--- src/sbtc_params.svh ---
// Purpose: offsets, fields, reset values and counts of the sixteen-bit timer/counter
// Assumes: apb with 32-bit data, one register per aligned word
// Notes: included by the top module only, not by the package
`ifndef SBTC_PARAMS_SVH
`define SBTC_PARAMS_SVH
// ----------------------------------------------------------------
// register byte addresses
// ----------------------------------------------------------------
`define SBTC_ADDR_CONTROL 12'h000
`define SBTC_ADDR_COUNT_LOW 12'h004
`define SBTC_ADDR_COUNT_HIGH 12'h008
`define SBTC_ADDR_IRQ 12'h00c
`define SBTC_ADDR_PORT 12'h010
// ----------------------------------------------------------------
// control fields
// ----------------------------------------------------------------
`define SBTC_BIT_WIDE 7
`define SBTC_BIT_SYSCLK 6
`define SBTC_BIT_PS_HI 5
`define SBTC_BIT_PS_LO 4
`define SBTC_BIT_OSC_EN 3
`define SBTC_BIT_SYNC_DIS 2
`define SBTC_BIT_CS 1
`define SBTC_BIT_RUN 0
`define SBTC_CONTROL_RESET 8'h00
// irq register: bit 0 flag, bit 1 enable
`define SBTC_BIT_FLAG 0
`define SBTC_BIT_IRQ_EN 1
// ----------------------------------------------------------------
// timing
// ----------------------------------------------------------------
`define SBTC_CLOCKS_PER_INSTR 4
`endif

--- src/sbtc_pkg.sv ---
// Purpose: types of the sixteen-bit timer/counter
// Assumes: nothing
// Notes: constants live in sbtc_params.svh
package sbtc_pkg;
  typedef enum logic [1:0] {SBTC_TIMER, SBTC_SYNC_COUNTER, SBTC_ASYNC_COUNTER} sbtc_mode_t;
  typedef logic [1:0] sbtc_prescale_t;
endpackage

--- src/sbtc_timer.sv ---
// Purpose: sixteen-bit timer/counter with prescaler behind an apb slave
// Assumes: inputs synchronous to CLOCK; oscillator edges arrive as a level on OSC_IN_PIN
// Notes: raw (async) counting is modelled by sampling the edge once, without the two-flop delay
`include "sbtc_params.svh"
module sbtc_timer #(
  parameter int ADDR_W = 12
) (
  // clock and reset
  input wire logic CLOCK,
  input wire logic ARST_N,
  // apb slave
  input wire logic PSEL,
  input wire logic PENABLE,
  input wire logic PWRITE,
  input wire logic [ADDR_W-1:0] PADDR,
  input wire logic [31:0] PWDATA,
  output logic [31:0] PRDATA,
  output logic PREADY,
  output logic PSLVERR,
  // link pins
  input wire logic EXT_COUNT_CLOCK_PIN,
  input wire logic OSC_IN_PIN,
  output logic OSC_OUT_PIN_OUT,
  output logic OSC_OUT_PIN_OE,
  output logic OSC_IN_PIN_OE,
  // system
  input wire logic SPECIAL_EVENT_TRIGGER,
  input wire logic SYSCLK_FROM_LP_OSC_IN,
  input wire logic POWER_MANAGED_MODE,
  output logic LP_OSC_RUNNING,
  output logic OVERFLOW_IRQ
);
  import sbtc_pkg::*;

  // ----------------------------------------------------------------
  // parameter check
  // ----------------------------------------------------------------
  if (ADDR_W < 5 || ADDR_W > 12) begin : g_addr_w_check
    $error("ADDR_W must lie between 5 and 12");
  end

  // ----------------------------------------------------------------
  // apb decode
  // ----------------------------------------------------------------
  logic [7:0] counter_control_reg;
  logic [15:0] count;
  logic [7:0] high_buffer;
  logic [7:0] high_read_latch;
  logic overflow_flag;
  logic overflow_irq_enable;
  wire access_done = PSEL && PENABLE;
  wire setup = PSEL && !PENABLE;
  wire wr = access_done && PWRITE;
  wire rd = setup && !PWRITE;
  wire [11:0] addr = 12'(PADDR);
  wire hit_ctrl = addr == `SBTC_ADDR_CONTROL;
  wire hit_low = addr == `SBTC_ADDR_COUNT_LOW;
  wire hit_high = addr == `SBTC_ADDR_COUNT_HIGH;
  wire hit_irq = addr == `SBTC_ADDR_IRQ;
  wire hit_port = addr == `SBTC_ADDR_PORT;
  wire mapped = hit_ctrl || hit_low || hit_high || hit_irq || hit_port;
  wire wide_access_mode = counter_control_reg[`SBTC_BIT_WIDE];
  wire lp_osc_enable = counter_control_reg[`SBTC_BIT_OSC_EN];
  wire sysclk_from_lp_osc = SYSCLK_FROM_LP_OSC_IN && lp_osc_enable;
  wire [1:0] prescale_select = counter_control_reg[`SBTC_BIT_PS_HI:`SBTC_BIT_PS_LO];
  wire ext_sync_disable = counter_control_reg[`SBTC_BIT_SYNC_DIS];
  wire clock_source_select = counter_control_reg[`SBTC_BIT_CS];
  wire counter_run = counter_control_reg[`SBTC_BIT_RUN];
  wire wr_ctrl = wr && hit_ctrl;
  wire wr_low = wr && hit_low;
  wire wr_high = wr && hit_high;
  wire rd_low = rd && hit_low;
  wire wr_irq = wr && hit_irq;

  // ----------------------------------------------------------------
  // mode and clock source
  // ----------------------------------------------------------------
  sbtc_mode_t mode;
  assign mode = !clock_source_select ? SBTC_TIMER :
                (ext_sync_disable ? SBTC_ASYNC_COUNTER : SBTC_SYNC_COUNTER);
  // oscillator replaces the pin when enabled
  wire ext_source = lp_osc_enable ? OSC_IN_PIN : EXT_COUNT_CLOCK_PIN;
  logic ext_prev;
  wire ext_rise = ext_source && !ext_prev;

  // instruction-cycle enable from clock/4
  logic [1:0] instr_div;
  wire instr_tick = instr_div == 2'(`SBTC_CLOCKS_PER_INSTR - 1);
  wire source_tick = (mode == SBTC_TIMER) ? instr_tick : ext_rise;

  // ----------------------------------------------------------------
  // prescaler
  // ----------------------------------------------------------------
  logic [2:0] prescale_cnt;
  wire [2:0] prescale_top = (3'h1 << prescale_select) - 3'h1;
  wire prescale_out = counter_run && source_tick && (prescale_cnt == prescale_top);

  // synchroniser for prescaled external edges
  logic sync_a;
  logic sync_b;
  logic sync_b_prev;
  wire sync_pulse = sync_b && !sync_b_prev;
  wire inc_now = (mode == SBTC_SYNC_COUNTER) ? sync_pulse : prescale_out;

  // ----------------------------------------------------------------
  // count next value
  // ----------------------------------------------------------------
  wire [15:0] write_value = wide_access_mode ? {high_buffer, PWDATA[7:0]} : {count[15:8], PWDATA[7:0]};
  wire overflow = inc_now && counter_run && (count == 16'hffff);
  logic [15:0] next_count;
  always_comb begin
    if (wr_low) begin
      next_count = write_value;
    end else if (wr_high && !wide_access_mode) begin
      next_count = {PWDATA[7:0], count[7:0]};
    end else if (SPECIAL_EVENT_TRIGGER) begin
      next_count = 16'h0000;
    end else if (inc_now && counter_run) begin
      next_count = count + 16'h0001;
    end else begin
      next_count = count;
    end
  end

  // ----------------------------------------------------------------
  // read mux
  // ----------------------------------------------------------------
  wire [7:0] ctrl_read = {counter_control_reg[7], sysclk_from_lp_osc, counter_control_reg[5:0]};
  wire [7:0] high_read = wide_access_mode ? high_read_latch : count[15:8];
  wire [1:0] port_read = lp_osc_enable ? 2'h0 : {OSC_IN_PIN, EXT_COUNT_CLOCK_PIN};
  wire [31:0] next_prdata = hit_ctrl ? {24'h0, ctrl_read} :
                            hit_low ? {24'h0, count[7:0]} :
                            hit_high ? {24'h0, high_read} :
                            hit_irq ? {30'h0, overflow_irq_enable, overflow_flag} :
                            hit_port ? {30'h0, port_read} : 32'h0;

  // ----------------------------------------------------------------
  // registers
  // ----------------------------------------------------------------
  always_ff @(posedge CLOCK or negedge ARST_N) begin
    if (!ARST_N) begin
      counter_control_reg <= `SBTC_CONTROL_RESET;
    end else if (wr_ctrl) begin
      counter_control_reg <= {PWDATA[7], 1'b0, PWDATA[5:0]};
    end
  end

  always_ff @(posedge CLOCK or negedge ARST_N) begin
    if (!ARST_N) begin
      count <= 16'h0000;
    end else begin
      count <= next_count;
    end
  end

  always_ff @(posedge CLOCK or negedge ARST_N) begin
    if (!ARST_N) begin
      high_buffer <= 8'h00;
    end else if (wr_high) begin
      high_buffer <= PWDATA[7:0];
    end
  end

  always_ff @(posedge CLOCK or negedge ARST_N) begin
    if (!ARST_N) begin
      high_read_latch <= 8'h00;
    end else if (rd_low) begin
      high_read_latch <= count[15:8];
    end
  end

  always_ff @(posedge CLOCK or negedge ARST_N) begin
    if (!ARST_N) begin
      overflow_flag <= 1'b0;
    end else if (overflow) begin
      overflow_flag <= 1'b1;
    end else if (wr_irq) begin
      overflow_flag <= PWDATA[`SBTC_BIT_FLAG];
    end
  end

  always_ff @(posedge CLOCK or negedge ARST_N) begin
    if (!ARST_N) begin
      overflow_irq_enable <= 1'b0;
    end else if (wr_irq) begin
      overflow_irq_enable <= PWDATA[`SBTC_BIT_IRQ_EN];
    end
  end

  // ----------------------------------------------------------------
  // dividers and edge state
  // ----------------------------------------------------------------
  always_ff @(posedge CLOCK or negedge ARST_N) begin
    if (!ARST_N) begin
      instr_div <= 2'h0;
    end else begin
      instr_div <= instr_tick ? 2'h0 : instr_div + 2'h1;
    end
  end

  always_ff @(posedge CLOCK or negedge ARST_N) begin
    if (!ARST_N) begin
      ext_prev <= 1'b0;
    end else begin
      ext_prev <= ext_source;
    end
  end

  always_ff @(posedge CLOCK or negedge ARST_N) begin
    if (!ARST_N) begin
      prescale_cnt <= 3'h0;
    end else if (wr_low || !counter_run) begin
      prescale_cnt <= 3'h0;
    end else if (source_tick) begin
      prescale_cnt <= (prescale_cnt >= prescale_top) ? 3'h0 : prescale_cnt + 3'h1;
    end
  end

  always_ff @(posedge CLOCK or negedge ARST_N) begin
    if (!ARST_N) begin
      sync_a <= 1'b0;
      sync_b <= 1'b0;
      sync_b_prev <= 1'b0;
    end else begin
      sync_a <= prescale_out;
      sync_b <= sync_a;
      sync_b_prev <= sync_b;
    end
  end

  // ----------------------------------------------------------------
  // output next values
  // ----------------------------------------------------------------
  wire next_pready = setup;
  wire next_pslverr = setup && !mapped;
  wire next_osc_out_pin_out = lp_osc_enable && !OSC_IN_PIN;
  wire next_lp_osc_running = lp_osc_enable || (lp_osc_enable && POWER_MANAGED_MODE);
  wire next_overflow_irq = (overflow_flag || overflow) && overflow_irq_enable;

  // ----------------------------------------------------------------
  // outputs
  // ----------------------------------------------------------------
  always_ff @(posedge CLOCK or negedge ARST_N) begin
    if (!ARST_N) begin
      PRDATA <= 32'h0;
    end else if (rd) begin
      PRDATA <= next_prdata;
    end
  end

  always_ff @(posedge CLOCK or negedge ARST_N) begin
    if (!ARST_N) begin
      PREADY <= 1'b0;
    end else begin
      PREADY <= next_pready;
    end
  end

  always_ff @(posedge CLOCK or negedge ARST_N) begin
    if (!ARST_N) begin
      PSLVERR <= 1'b0;
    end else begin
      PSLVERR <= next_pslverr;
    end
  end

  always_ff @(posedge CLOCK or negedge ARST_N) begin
    if (!ARST_N) begin
      OSC_OUT_PIN_OUT <= 1'b0;
    end else begin
      OSC_OUT_PIN_OUT <= next_osc_out_pin_out;
    end
  end

  always_ff @(posedge CLOCK or negedge ARST_N) begin
    if (!ARST_N) begin
      OSC_OUT_PIN_OE <= 1'b0;
    end else begin
      OSC_OUT_PIN_OE <= 1'b0;
    end
  end

  always_ff @(posedge CLOCK or negedge ARST_N) begin
    if (!ARST_N) begin
      OSC_IN_PIN_OE <= 1'b0;
    end else begin
      OSC_IN_PIN_OE <= 1'b0;
    end
  end

  always_ff @(posedge CLOCK or negedge ARST_N) begin
    if (!ARST_N) begin
      LP_OSC_RUNNING <= 1'b0;
    end else begin
      LP_OSC_RUNNING <= next_lp_osc_running;
    end
  end

  always_ff @(posedge CLOCK or negedge ARST_N) begin
    if (!ARST_N) begin
      OVERFLOW_IRQ <= 1'b0;
    end else begin
      OVERFLOW_IRQ <= next_overflow_irq;
    end
  end

endmodule // sbtc_timer

--- config.mk ---
export PLATFORM = sky130hd
export DESIGN_NAME = sbtc_timer
export DESIGN_NICKNAME = d
export VERILOG_FILES = /design/src/sbtc_pkg.sv /design/src/sbtc_timer.sv
export VERILOG_INCLUDE_DIRS = /design/src /design/src/src
export SDC_FILE = /design/constraint.sdc
export NUM_CORES = 1
export LEC_CHECK = 0
export BUFFER_PORTS_ARGS = -buffer_cell sky130_fd_sc_hd__buf_2
export CAP_MARGIN = 40
export CORE_MARGIN = 2
export CORE_UTILIZATION = 25
export CTS_CLUSTER_DIAMETER = 60
export DETAILED_ROUTE_END_ITERATION = 8
export GPL_TIMING_DRIVEN = 1
export PLACE_DENSITY = 0.45
export RECOVER_POWER = 100
export SLEW_MARGIN = 20
export SYNTH_ARGS = -nofsm -noshare
export SYNTH_HDL_FRONTEND = slang
export SYNTH_SLANG_ARGS = --single-unit
--- constraint.sdc ---
create_clock -name CLOCK -period 5.87 [get_ports CLOCK]
set_input_delay 0.8805 -clock CLOCK [delete_from_list [all_inputs] [get_ports CLOCK]]
set_output_delay 0.8805 -clock CLOCK [all_outputs]
set_load 0.01 [all_outputs]
==> impl_metrics.ini, run 1 <==
[sta]
maxSlewViolCount = 66
finalSetupViolCount = 0
tightestPinTransition_ns = 1.84
fmax_mhz = 251
hold_violations = 0
finClkSkew_ns = 0.00551
maxSlewHeadroom_pct = -22.5
min_period_over_period_pct = 67.9
fin_crit_ns = 3.98
rsz0062_at_grt = false
fin_setup_tns_ns = 0

[run]
maxCapViolCount = 2

[setup_path]
r2r_cells = 7
crit_required_ns = 6.09
start_kind = input port
reg2reg_from = counter_control_reg[4]
r2r_end = count[6]
cp-endpoint = count[6]
startpoint = PADDR[9]
crit_type = input port to register
critPathCaptureType = register
rrSetupSlack_ns = 3.13
critPathMaxFanout = 21
crit_arrival_ns = 4.21

[die]
core.rowCount = 44
io_pins = 93
start_util_pct = 25.2
coreArea_um2 = 14400
fp.dieW_um = 124
die-area_um2 = 15500
dieHeight_um = 124

[pwr]
finalPower_mw = 1.05
p_leak_nw = 1.77
powerDensity_nw_per_um2 = 251
peakVddDrop_mv = 0.135

[route]
first_pass_iters = 6
num_vias = 3063
wire_per_inst_um = 16.8
vias_per_cell = 5.06
drc_errors = 0
drt_iter0_drc = 181
wl_um = 10200
drtAntennaViolNets = 0

[logic_synthesis]
async_flop_share_pct = 100
syn-cell-area_um2 = 3620
yosysWarnings = 0
postSynthAreaPerCell_um2 = 9.77
synthFlopType = dfrtp_1
synth_cells = 371
ys_ff_latch = 63
ys_seq_area_share_pct = 43.5
yosysUniqueCellTypes = 59
synth-edff-count = 0

[final_layout]
largest_register = count
syn2layout_area_growth_pct = 15.8
ff_latch_area_um2 = 1580
num-fill-cells = 1544
drive_above_1_share_pct = 18.3
fin_util_pct = 29.2
diodes = 0
postLayoutCellArea_um2 = 4200
largest_reg_flops = 16
nets = 476
multi_input_area_um2 = 1830

[cts]
htreeDepth = 3
postCtsHoldBufs = 0
insertion_delay_ns = 0.33
clockBufferDepth = 2
cts_buffers = 9
post-cts-setup-buffers = 0
clock-root-buffer = clkbuf_16
cts_num_sinks = 63
clkTransAtPathRegs_ns = 0.06
cts_tree = built
cts_resized = 0

[place]
portBuffers = 41
dp_hpwl_um = 7540
place_area_um2 = 3950
gp_congestion = 0.823

[global_routing]
antenna_found_initial = 0
grt_pass1_wl_um = 16100
grt_pass1_vias = 2904
grt_max_degree = 33
track_usage_pct = 13.3
gr-total-overflow = 0

[worst_hold_path]
min_path_type = register to register

[status]
status = finished, violations left
violations = capacitance limit, slew limit
## critical path, stage by stage
cell	delay (ns)
buf_2	0.10
or4_1	0.64
nor4_2	0.27
clkbuf_1	0.81
nor2_1	0.32
a21oi_1	0.73
o21ai_0	0.21
a22o_1	0.22
## synth_stat cells, drive strengths merged, types with 8 or more instances
cell    count  area (µm²)
nor4        8        56.3
nor2       33         134
o21ai      21         105
clkbuf      9        33.8
nand2b      8        50.1
inv         9        33.8
mux2i       8        80.1
mux2       26         293
buf        32         240
dfrtp      63        1580
a21oi      21         109
nand2      26        97.6
nand3       9        45.0
## area by class of cell
cell class	count	share of cell area, %
Timing Repair Buffer	50	5.45
Tap cell	184	5.48
Clock buffer	9	5.37
Clock inverter	7	1.73
Multi-Input combinational cell	283	43.6
Sequential cell	63	37.6
Inverter	9	0.805
## cell families (layout without fill, tap and decap cells)
kind of cell               count (synthesis)  in the layout  share of synthesized area, %
buffers and inverters                     50             75                          8.49
adders and majority gates                  6              6                          2.07
other                                      1             26                         0.103
and+or+nand+nor                          130            130                          19.7
muxes                                     34             34                          10.3
DFF                                       63             63                          43.5
AOI/OAI and AO/OA                         87             87                          15.8
## cell usage in the layout (no fill, tap or decap), types with 3 or more instances in the layout
| cell | count |
|---|---|
| conb_1 | 26 |
| o21ai_0 | 20 |
| nand2b_1 | 8 |
| a21oi_1 | 21 |
| nand2_1 | 26 |
| and4_1 | 7 |
| a221oi_1 | 5 |
| clkbuf_1 | 21 |
| a22o_1 | 3 |
| nor2_1 | 31 |
| nor3_1 | 5 |
| nand3_1 | 9 |
| mux2i_1 | 8 |
| a22oi_1 | 5 |
| nand4_1 | 7 |
| mux2_2 | 25 |
| buf_2 | 27 |
| inv_1 | 9 |
| a31oi_1 | 7 |
| o31ai_1 | 3 |
| nor4_1 | 7 |
| or4_1 | 5 |
| clkbuf_16 | 9 |
| dfrtp_1 | 63 |
| ha_1 | 6 |
| o22ai_1 | 3 |
| nor2b_1 | 5 |
## per-stage QoR
| stage | worst slack [ns] | hold slack [ns] | cells |
|---|---|---|---|
| floorplan | 2.96 | 0.331 | 396 |
| global placement | 2.36 | 0.335 | 584 |
| detailed placement | 2.34 | 0.347 | 587 |
| CTS | 2.68 | 0.352 | 603 |
| global route | 1.56 | 0.365 | 605 |
| finish | 1.89 | 0.349 | 605 |
## power by group
group / leakage, nW / switching (mW) / internal, mW
clock network: 0.142 / 0.208 / 0.329
registers: 0.847 / 0.00553 / 0.443
logic: 0.778 / 0.0497 / 0.0192
## how the worst min path moves through the flow
stage | start | endpoint | slack (ns) | cells past startpoint
3_5_place_dp | sync_a | sync_b | 0.35 | 0
4_1_cts | sync_a | sync_b | 0.35 | 0
3_3_place_gp | sync_a | sync_b | 0.34 | 0
6_report | sync_a | sync_b | 0.35 | 0
2_1_floorplan | sync_a | sync_b | 0.33 | 0
5_1_grt | sync_a | sync_b | 0.36 | 0
## per-layer routing
layer,track usage [%],up-vias,share of wire [%]
li1,-,1433,-
met1,18.7,1500,46
met2,20.3,118,45
met3,2.92,12,7.1
met4,4.49,0,1.6
met5,0,-,0
(Power assumes the default switching activity.)
==> run 2: changes to the inputs <==
==> constraint.sdc (replaced) <==
create_clock -name CLOCK -period 3.9 [get_ports CLOCK]
set_input_delay 0.585 -clock CLOCK [delete_from_list [all_inputs] [get_ports CLOCK]]
set_output_delay 0.585 -clock CLOCK [all_outputs]
set_load 0.01 [all_outputs]
==> run 2 against run 1 <==
Effect of this change: the run now ends clean; final cell count down 0.17%; core utilization rose by 0.14 points; clock-buffer cell count is the same; wire length increased by 0.85%; sequential power increased by 51%; combinational power rose by 51%; worst hold slack improved by 0.0060 ns.
==> impl_metrics.ini, run 2 (synthesized netlist as in run 1, its figures left out) <==
[status]
status = complete, no violations

[die]
start_util_pct = 25.2
coreArea_um2 = 14400
io_pins = 93
dieHeight_um = 124
fp.dieW_um = 124
core.rowCount = 44
die-area_um2 = 15500

[final_layout]
nets = 475
largest_reg_flops = 16
drive_above_1_share_pct = 18.1
largest_register = count
num-fill-cells = 1541
diodes = 0
final_common_cell = dfrtp_1
layout_common_cells = dfrtp_1 (63), nor2_1 (32), nand2_1 (26), conb_1 (26), buf_2 (26)
ff_latch_area_um2 = 1580
multi_input_area_um2 = 1830
syn2layout_area_growth_pct = 16.4

[cts]
post-cts-setup-buffers = 0
insertion_delay_ns = 0.33
cts_buffers = 9
cts_num_sinks = 63
cts_tree = built
clockBufferDepth = 2
htreeDepth = 3
clkTransAtPathRegs_ns = 0.05
postCtsHoldBufs = 0
clock-root-buffer = clkbuf_16
cts_resized = 0

[route]
wl_um = 10300
drtAntennaViolNets = 0
drt_iter0_drc = 253
first_pass_iters = 4
wire_per_inst_um = 17.0
drc_errors = 0
vias_per_cell = 4.95
num_vias = 2988

[sta]
fin_crit_ns = 3.17
rsz0062_at_grt = false
tightestPinTransition_ns = 1.33
fin_setup_tns_ns = 0
maxSlewViolCount = 0
setup_ws_ns = 0.729
maxSlewHeadroom_pct = 11.0
min_period_over_period_pct = 81.3
fmax_mhz = 315
finalSetupViolCount = 0
finClkSkew_ns = 0.00807
hold_violations = 0

[place]
dp_slack_ns = 0.884
gp_congestion = 0.815
portBuffers = 41
dp_hpwl_um = 7640

[setup_path]
critPathCaptureType = register
critPathMaxFanout = 20
crit_arrival_ns = 3.35
crit_required_ns = 4.08
max_stage_delay_ns = 0.81
cpMostUsedCell = clkbuf_1
crit_type = input port to register
crit_chain = buf_2 -> or4_1 -> nor4_2 -> clkbuf_1 -> o31ai_1 -> clkbuf_1 -> nand2_1 -> a31o_2 -> o21ai_0
slowest_stage = clkbuf_1
start_kind = input port

[global_routing]
grt_pass1_vias = 2844
antenna_found_initial = 0
grt_max_degree = 28
track_usage_pct = 13.4
grt_pass1_wl_um = 16100
gr-total-overflow = 0

[worst_hold_path]
min_path_type = input port to async pin

[pwr]
peakVddDrop_mv = 0.212
p_leak_nw = 1.78
powerDensity_nw_per_um2 = 389

[run]
maxCapViolCount = 0
run 2: final cells by class:
class                      count  share of cell area [%]
inverter                       9                   0.801
tap                          184                    5.46
clock inverter                 7                    2.28
sequential                    63                    37.4
clock buffer                   9                    5.34
multi-input combinational    283                    43.4
timing repair buffer          49                    5.34
run 2: worst paths after layout:
check                      cells after the start                   start                endpoint  slack, ns
max reg2reg                                    7  counter_control_reg[5]                count[6]       1.11
max                                            9                PADDR[9]               count[14]       0.73
max in group asynchronous                      3                  ARST_N  counter_control_reg[3]       1.26
min reg2reg                                    0                  sync_a                  sync_b       0.36
min                                            1                  ARST_N          high_buffer[5]       0.36
min in group CLOCK                             0                  sync_a                  sync_b       0.36
run 2: layer usage:
layer | vias up | part of all wire (%) | global-route usage [%]
met3 | 5 | 5.6 | 2.88
met4 | 0 | 0.83 | 3.97
li1 | 1428 | - | -
met2 | 100 | 45 | 20.1
met5 | - | 0 | 0
met1 | 1455 | 49 | 19.3
run 2: where the power goes:
part	leakage, nW	internal [mW]	total [mW]	switching [mW]
combinational	0.774	0.0289	0.104	0.0751
sequential	0.847	0.667	0.675	0.00795
clock	0.160	0.561	0.864	0.303
run 2: worst max-delay path, delay by kind of cell:
family | cells | cell delay, ns
AOI/OAI and AO/OA | 3 | 0.51
and+or+nand+nor | 3 | 1.12
buffers and inverters | 3 | 1.14
run 2: through the flow:
stage,area (µm²),power [mW],utilization [%],std cells,hold WS [ns]
6_report,4220,1.64,29.4,604,0.355
5_1_grt,4220,1.71,29.4,604,0.365
4_1_cts,4280,1.67,29.8,603,0.197
3_5_place_dp,3960,0.799,27.5,587,0.353
3_3_place_gp,3920,0.794,27.3,585,0.333
2_1_floorplan,3720,0.751,-,396,0.289
